`src/can_mask_pkg.sv`:
```
// Constants and types shared by the extended-identifier mask block
package can_mask_pkg;

    // Register map, byte addresses on the internal register port
    localparam logic [7:0] ADDR_MASK0_EXT_ID_HIGH = 8'h22;
    localparam logic [7:0] ADDR_MASK0_EXT_ID_LOW  = 8'h23;
    localparam logic [7:0] ADDR_MASK1_EXT_ID_HIGH = 8'h26;
    localparam logic [7:0] ADDR_MASK1_EXT_ID_LOW  = 8'h27;
    localparam logic [7:0] MASK_ADDR_STRIDE       = 8'h04;

    // Widths and reset values
    localparam int         NUM_MASKS      = 2;
    localparam int         REG_WIDTH      = 8;
    localparam int         EXT_ID_WIDTH   = 18;
    localparam int         EXT_TOP_WIDTH  = 2;
    localparam int         OP_FIELD_WIDTH = 2;
    localparam logic [7:0] MASK_RESET     = 8'h00;
    localparam logic [7:0] READ_ZERO      = 8'h00;

    // Field positions inside the 18-bit extended identifier
    localparam int EXT_LOW_LSB  = 0;
    localparam int EXT_HIGH_LSB = 8;
    localparam int EXT_TOP_LSB  = 16;

    // Receive-buffer operating field value that enables data-byte filtering
    localparam logic [1:0] OP_FIELD_DATA_FILTER = 2'h0;

    typedef logic [REG_WIDTH-1:0]      byte_t;
    typedef logic [EXT_ID_WIDTH-1:0]   ext_id_t;
    typedef logic [EXT_TOP_WIDTH-1:0]  ext_top_t;
    typedef logic [OP_FIELD_WIDTH-1:0] op_field_t;

endpackage

```
`src/mask_match_if.sv`:
```
// Carrier between the mask register file and one mask comparison unit
`timescale 1ns/1ns
interface mask_match_if;
    import can_mask_pkg::*;

    byte_t     mask_high;       // Mask for extended id bits 15:8
    byte_t     mask_low;        // Mask for extended id bits 7:0 or data byte 1
    ext_top_t  mask_top;        // Mask for extended id bits 17:16
    ext_id_t   filter_ext_id;   // Filter value, extended id part
    byte_t     filter_byte1;    // Filter value for data byte 1
    op_field_t op_field;        // Operating field of the associated buffer
    logic      ext_id_flag;     // Frame carries an extended identifier
    ext_id_t   frame_ext_id;    // Received extended identifier bits
    byte_t     frame_byte1;     // Received data byte 1
    logic      match;           // Extended part of the acceptance test passed

    modport owner (output mask_high, mask_low, mask_top, filter_ext_id, filter_byte1,
                   op_field, ext_id_flag, frame_ext_id, frame_byte1, input match);
    modport unit  (input mask_high, mask_low, mask_top, filter_ext_id, filter_byte1,
                   op_field, ext_id_flag, frame_ext_id, frame_byte1, output match);
endinterface

```
`src/mask_match_unit.sv`:
```
// Combinational comparison of one acceptance mask against a received frame
`timescale 1ns/1ns
module mask_match_unit
    import can_mask_pkg::*;
(
    mask_match_if.unit m
);
    ext_id_t full_mask;
    ext_id_t id_diff;
    byte_t   byte_diff;
    logic    data_mode;

    // Assemble the 18-bit mask from its three pieces
    always_comb
    begin
        full_mask = {m.mask_top, m.mask_high, m.mask_low};
        id_diff   = (m.frame_ext_id ^ m.filter_ext_id) & full_mask;
        byte_diff = (m.frame_byte1 ^ m.filter_byte1) & m.mask_low;
        data_mode = (m.op_field == OP_FIELD_DATA_FILTER) && !m.ext_id_flag;
    end

    // Standard frames outside data-filter mode have no extended part to test
    always_comb
    begin
        if (data_mode)
        begin
            m.match = (byte_diff == READ_ZERO);
        end
        else if (m.ext_id_flag)
        begin
            m.match = (id_diff == '0);
        end
        else
        begin
            m.match = 1'b1;
        end
    end
endmodule

```
`src/can_ext_id_acceptance_mask.sv`:
```
// Extended-identifier acceptance mask registers and their frame comparison
//
// Notes on behaviour
// Low mask byte masks extended identifier bits 7 to 0 of received frames.
// Operating field 00 and standard frame: low mask byte masks data byte 1.
// All mask registers read zero outside Configuration mode; stored values still filter.
// Low mask bytes at 23h and 27h, eight-bit read/write, reset to zero.
// Separate mask field covers extended identifier bits 17 and 16.
// High mask bytes at 22h and 26h reset to zero, mask bits 15 to 8.
//
// Mask g sits at byte address 22h + 4g (high byte) and 23h + 4g (low byte)
// Mask bits 17:16 arrive on a port; their register lives with the standard-id masks
// Writes outside Configuration mode are dropped without any indication to the host
// The match result covers the extended part only; the standard part is judged elsewhere
`timescale 1ns/1ns
module can_ext_id_acceptance_mask
    import can_mask_pkg::*;
#(
    parameter int N_MASKS = NUM_MASKS
)
(
    input  wire logic                            core_clk_in,
    input  wire logic                            arst_n_in,
    // Register port from the serial command decoder
    input  wire logic [7:0]                      reg_addr_in,
    input  wire logic                            reg_wr_en_in,
    input  wire logic [REG_WIDTH-1:0]            reg_wr_data_in,
    input  wire logic                            reg_rd_en_in,
    output logic      [REG_WIDTH-1:0]            reg_rd_data_out,
    // Operating mode from the mode controller
    input  wire logic                            config_mode_in,
    // Mask bits 17:16, one pair per mask, held in the standard-id mask registers
    input  wire logic [N_MASKS*EXT_TOP_WIDTH-1:0] mask_ext_top_in,
    // Filter values selected for each mask
    input  wire logic [N_MASKS*EXT_ID_WIDTH-1:0]  filter_ext_id_in,
    input  wire logic [N_MASKS*REG_WIDTH-1:0]     filter_byte1_in,
    // Operating field of the receive buffer tied to each mask
    input  wire logic [N_MASKS*OP_FIELD_WIDTH-1:0] rx_buffer_operating_field_in,
    // Received frame from the protocol engine
    input  wire logic                            frame_valid_in,
    input  wire logic                            extended_id_flag_in,
    input  wire logic [EXT_ID_WIDTH-1:0]         extended_identifier_bits_in,
    input  wire logic [REG_WIDTH-1:0]            frame_byte1_in,
    // Result of the extended part of the acceptance test, one bit per mask
    output logic      [N_MASKS-1:0]              ext_match_out,
    output logic                                 ext_match_valid_out
);

    typedef struct packed {
        logic [N_MASKS-1:0][REG_WIDTH-1:0] mask_ext_id_high_byte;
        logic [N_MASKS-1:0][REG_WIDTH-1:0] mask_ext_id_low_byte;
        logic [REG_WIDTH-1:0]              rd_data;
        logic [N_MASKS-1:0]                match;
        logic                              match_valid;
    } state_t;

    state_t               st_ff;
    state_t               nxt_st;
    logic [N_MASKS-1:0]   unit_match;
    logic [N_MASKS-1:0]   hit_high;
    logic [N_MASKS-1:0]   hit_low;
    logic                 wr_take;
    logic [REG_WIDTH-1:0] rd_value;

    mask_match_if mif [N_MASKS] ();

    // One comparison unit per mask, fed from the stored mask bytes
    for (genvar g = 0; g < N_MASKS; g++)
    begin : g_mask
        // Each mask owns two neighbouring byte addresses, one stride apart from the next mask
        assign hit_high[g]          = (reg_addr_in == ADDR_MASK0_EXT_ID_HIGH + 8'(g) * MASK_ADDR_STRIDE);
        assign hit_low[g]           = (reg_addr_in == ADDR_MASK0_EXT_ID_LOW + 8'(g) * MASK_ADDR_STRIDE);

        assign mif[g].mask_high     = st_ff.mask_ext_id_high_byte[g];
        assign mif[g].mask_low      = st_ff.mask_ext_id_low_byte[g];
        assign mif[g].mask_top      = mask_ext_top_in[g*EXT_TOP_WIDTH +: EXT_TOP_WIDTH];
        assign mif[g].filter_ext_id = filter_ext_id_in[g*EXT_ID_WIDTH +: EXT_ID_WIDTH];
        assign mif[g].filter_byte1  = filter_byte1_in[g*REG_WIDTH +: REG_WIDTH];
        assign mif[g].op_field      = rx_buffer_operating_field_in[g*OP_FIELD_WIDTH +: OP_FIELD_WIDTH];
        assign mif[g].ext_id_flag   = extended_id_flag_in;
        assign mif[g].frame_ext_id  = extended_identifier_bits_in;
        assign mif[g].frame_byte1   = frame_byte1_in;
        assign unit_match[g]        = mif[g].match;

        mask_match_unit u_unit (
            .m (mif[g])
        );
    end

    // Writes land only in Configuration mode so filtering never sees a torn mask
    assign wr_take = reg_wr_en_in && config_mode_in;

    // Read selection; outside Configuration mode and at unmapped addresses it gives zero
    always_comb
    begin
        rd_value = READ_ZERO;
        if (config_mode_in)
        begin
            for (int i = 0; i < N_MASKS; i++)
            begin
                if (hit_high[i])
                begin
                    rd_value = st_ff.mask_ext_id_high_byte[i];
                end
                else if (hit_low[i])
                begin
                    rd_value = st_ff.mask_ext_id_low_byte[i];
                end
            end
        end
    end

    // Next state: match result per frame, mask writes, read data held until the next read
    always_comb
    begin
        nxt_st             = st_ff;
        nxt_st.match_valid = frame_valid_in;
        // The result stands until the next frame, so a slow consumer still sees it
        if (frame_valid_in)
        begin
            nxt_st.match = unit_match;
        end

        // A decoded write replaces the whole byte; there is no partial-bit update
        for (int i = 0; i < N_MASKS; i++)
        begin
            if (wr_take && hit_high[i])
            begin
                nxt_st.mask_ext_id_high_byte[i] = reg_wr_data_in;
            end
            if (wr_take && hit_low[i])
            begin
                nxt_st.mask_ext_id_low_byte[i] = reg_wr_data_in;
            end
        end

        // Read data comes from the old contents, so a read beside a write sees the old byte
        if (reg_rd_en_in)
        begin
            nxt_st.rd_data = rd_value;
        end
    end

    // State register; masks reset to zero
    always_ff @(posedge core_clk_in or negedge arst_n_in)
    begin
        if (!arst_n_in)
        begin
            st_ff.mask_ext_id_high_byte <= {N_MASKS{MASK_RESET}};
            st_ff.mask_ext_id_low_byte  <= {N_MASKS{MASK_RESET}};
            st_ff.rd_data               <= READ_ZERO;
            st_ff.match                 <= '0;
            st_ff.match_valid           <= 1'b0;
        end
        else
        begin
            st_ff <= nxt_st;
        end
    end

    assign reg_rd_data_out     = st_ff.rd_data;
    assign ext_match_out       = st_ff.match;
    assign ext_match_valid_out = st_ff.match_valid;

endmodule

```
`config.mk`:
```
export PLATFORM = sky130hd
export DESIGN_NAME = can_ext_id_acceptance_mask
export DESIGN_NICKNAME = d
export VERILOG_FILES = /design/src/can_mask_pkg.sv /design/src/mask_match_if.sv /design/src/mask_match_unit.sv /design/src/can_ext_id_acceptance_mask.sv
export SDC_FILE = /design/constraint.sdc
export NUM_CORES = 1
export LEC_CHECK = 0
export BUFFER_PORTS_ARGS = -buffer_cell sky130_fd_sc_hd__buf_2
export CORE_UTILIZATION = 43
export DETAILED_ROUTE_END_ITERATION = 8
export PLACE_DENSITY = 0.86
export SLEW_MARGIN = 0
export SYNTH_ARGS = -nofsm -noshare
export SYNTH_HDL_FRONTEND = slang
export SYNTH_SLANG_ARGS = --single-unit
```
`constraint.sdc`:
```
create_clock -name core_clk_in -period 1.1 [get_ports core_clk_in]
set_clock_uncertainty 0.05 [all_clocks]
set_input_delay 0.22 -clock core_clk_in [delete_from_list [all_inputs] [get_ports core_clk_in]]
set_output_delay 0.22 -clock core_clk_in [all_outputs]
set_load 0.01 [all_outputs]
```
==> results.md <==
- Final setup TNS: -10.79 ns
- Status: finished with violations
- Synth Instances: 235
- Share of cells above drive strength 1: 54.2%
- Synth area leader: dfrtp_1
- FFs w/ async S/R, synth: 100%
- Synth area leaders: dfrtp_1 (41%), xor2_1 (17%), mux2_2 (13%), a22oi_1 (4.0%), a21oi_1 (3.0%)
- Critical path class: in2reg
- Mapped Area: 2640 um^2
- Worst-Skew Late Latency: 0.29 ns
- Syn nets: roughly 340
- Drc violations: 0
- Peak Freq: 694 MHz
- Worst path required time: 1.23 ns
- Reg2reg start: mif[0].mask_high[5]
- Syn avg cell area: 11.2 um^2
- Seq/Total Area, Yosys: roughly two fifths
- Vias in the first global route: ~2.5k
- TritonCTS clock tree: built
- PwrDens: between 800 and 900 nW/um^2
- Post-synth EDFFs: 0
- Final Non-Filler Cells: 466
- Final Cycle Share: 131%
- Synth Area in Compound Gates: 15.0%
- Placed wire-length estimate: approximately 6300 um
- Seq. cell area: 1080 um^2
- Most frequent cells after synthesis: xor2_1 (52), dfrtp_1 (43), mux2_2 (31)
- Root Driver: clkbuf_8
- Multi-input logic area: 1700 um^2
- Clk sinks: 43
- RR Endpoint: ext_match_out[0]
- Clock transition at path regs: around 0.07 ns
- Via count: approximately 2.6k
- Mux cell area share after synthesis: 16.7%
- H-tree depth: 2
- Adder-Cell Fraction of Synth Area: 0%
- Worst setup slack after layout: -0.341 ns
- Slew margin rel.: about 72%
- Site row count: 28
- Final Hold Fails: 0
- Warnings from Yosys: 0
- Pre-antenna DRT Iters: 4
- TritonCTS buffer count: 5
- Largest net degree at the start of global routing: 36
- Slew Limit Fails: 0
- Global placement routability congestion: a little under 0.9
- Crit path arrival time: 1.57 ns
- Critical path fanouts, max: 8
- Minimum clock period: around 1.4 ns
- CP startpoint kind: input pin
- Routed WL per cell: approximately 18 um
- Die area: 6460 um^2
- Inst Count DP: approximately 450
- CTS Buffer Depth: 2
- Origin of the worst setup path: reg_addr_in[4]
- Number of I/O port buffers: about 120
- Critical path destination: mif[0].mask_low[4]
- Vias/cell: 5.50
- Max IR drop VDD: 0.000585 V
- Post-DRT Antenna Nets: 0
- IO Count: 120
- Setup violators final: 44
- Worst min path class: in2reg
- Core area: 5920 um^2
- # diodes: 0
- Most frequent cell after synthesis: xor2_1
- Remaining global-route overflow: 0
- Endpoint class of the critical path: flip-flop
- Largest family of logic cells by synthesized area: XOR/XNOR gates
- # fillers: about 470
- Initial Util: between 40% and 50%
- Initial antenna violation count: 0
- RSZ-0062 raised after global routing: true
- Synth unique cells: 29
- Pleak: 1.93 nW
- Nets: 501
- Number of DRC markers in iteration 0: 177
- Total wire length: 8560 um
- First-pass GRT wire length: about 13000 um
- R2r setup slk: -0.16 ns
- Synth Area in XOR/XNOR: 17.2%
- Hold path startpoint: frame_valid_in
- Die Ht: 80.4 um
- Max-cap violation count: 0
- #FFs+latches synth: 43
- Failing checks: setup timing
- Post-Synth Simple-Gate Area: 8.29%
- Area grow syn2layout: 47.7%
- Post-synth top flop: dfrtp_1
- Worst-margin pin slew: 0.417 ns
- Gr usage total: 26.9%
- Top-area cell type share of the netlist area: 40.7%
- Reg2reg path depth: 4
- Die W: 80.4 um
-- area by class of cell --
cell class	instances	share of cell area [%]
clock buffers	6	1.86
inverters	8	0.769
multi-input cells	178	43.6
flip-flops and latches	43	27.6
well taps	75	2.40
repair buffers	156	23.8
-- cells in the final DEF (no fill, tap or decap), types with 3 or more instances in the layout --
master	n
a21oi_1	16
a222oi_1	4
a22oi_1	14
buf_12	3
buf_2	118
buf_4	31
buf_6	3
clkbuf_8	5
dfrtp_1	42
inv_1	8
mux2_2	13
mux2_4	19
mux2i_1	8
nand4_1	4
nor3_1	8
o2111ai_2	6
o21ai_1	10
xor2_1	52
-- report_power, final --
part	switching, W	total [W]	internal [W]	leakage, nW
clock	0.000521	0.000946	0.000424	0.0371
combinational	0.000388	0.000777	0.000389	1.31
sequential	0.0000426	0.00166	0.00162	0.587
total	0.000952	0.00339	0.00243	1.93
-- routing by layer --
layer,wire [um],vias to the layer above,GRT usage [%]
li1,-,1183,-
met1,3450,1246,32.4
met2,4430,121,49.0
met3,581,11,5.00
met4,98,0,6.43
met5,0,-,0
-- kinds of logic (layout without fill, tap and decap cells) --
family / Yosys count / count (layout)
simple gates: 28 / 28
buf+inv: 14 / 170
mux: 40 / 40
xor+xnor: 52 / 52
compound gates: 58 / 58
flops: 43 / 43
-- timing repair --
action                     4_1_cts  5_1_grt
hold endpoints to repair         8        0
pin swaps                        9        2
resized for setup               25        3
setup buffers                    2        5
hold buffers                     1        0
setup endpoints to repair       45       52
cloned                           0        0
-- worst min path at each step --
stage / end / slack [ns] / cells past startpoint
CTS: ext_match_valid_out / 0.13 / 2
global placement: mif[1].mask_low[3] / 0.04 / 1
global route: ext_match_valid_out / 0.13 / 2
detailed placement: mif[1].mask_low[3] / 0.04 / 1
finish: ext_match_valid_out / 0.14 / 2
floorplan: ext_match_out[0] / -0.13 / 0
-- critical path: stages --
cell	delay, ns
buf_6	0.09
nand4bb_4	0.22
nor3_4	0.17
nand3_4	0.14
nor3b_4	0.23
buf_12	0.16
mux2_2	0.34
-- flip-flops by register name, summed over array words and instances, names as in the netlist --
name,count
ext_match_out,2
ext_match_valid_out,1
mif.mask_high,16
mif.mask_low,16
reg_rd_data_out,8
-- per-stage QoR --
| step | util, % | setup WS, ns | total power [W] | hold slack [ns] | area [um^2] |
|---|---|---|---|---|---|
| after floorplan | - | -0.561 | 0.00197 | -0.126 | 2710 |
| after global placement | 61.3 | -0.627 | 0.00240 | 0.0417 | 3630 |
| after detailed placement | 61.3 | -0.680 | 0.00242 | 0.0435 | 3630 |
| after CTS | 65.0 | -0.348 | 0.00336 | 0.131 | 3850 |
| after global routing | 65.9 | -0.378 | 0.00354 | 0.130 | 3900 |
| final | 65.9 | -0.341 | 0.00339 | 0.136 | 3900 |
Power figures use the tool's default switching activity.
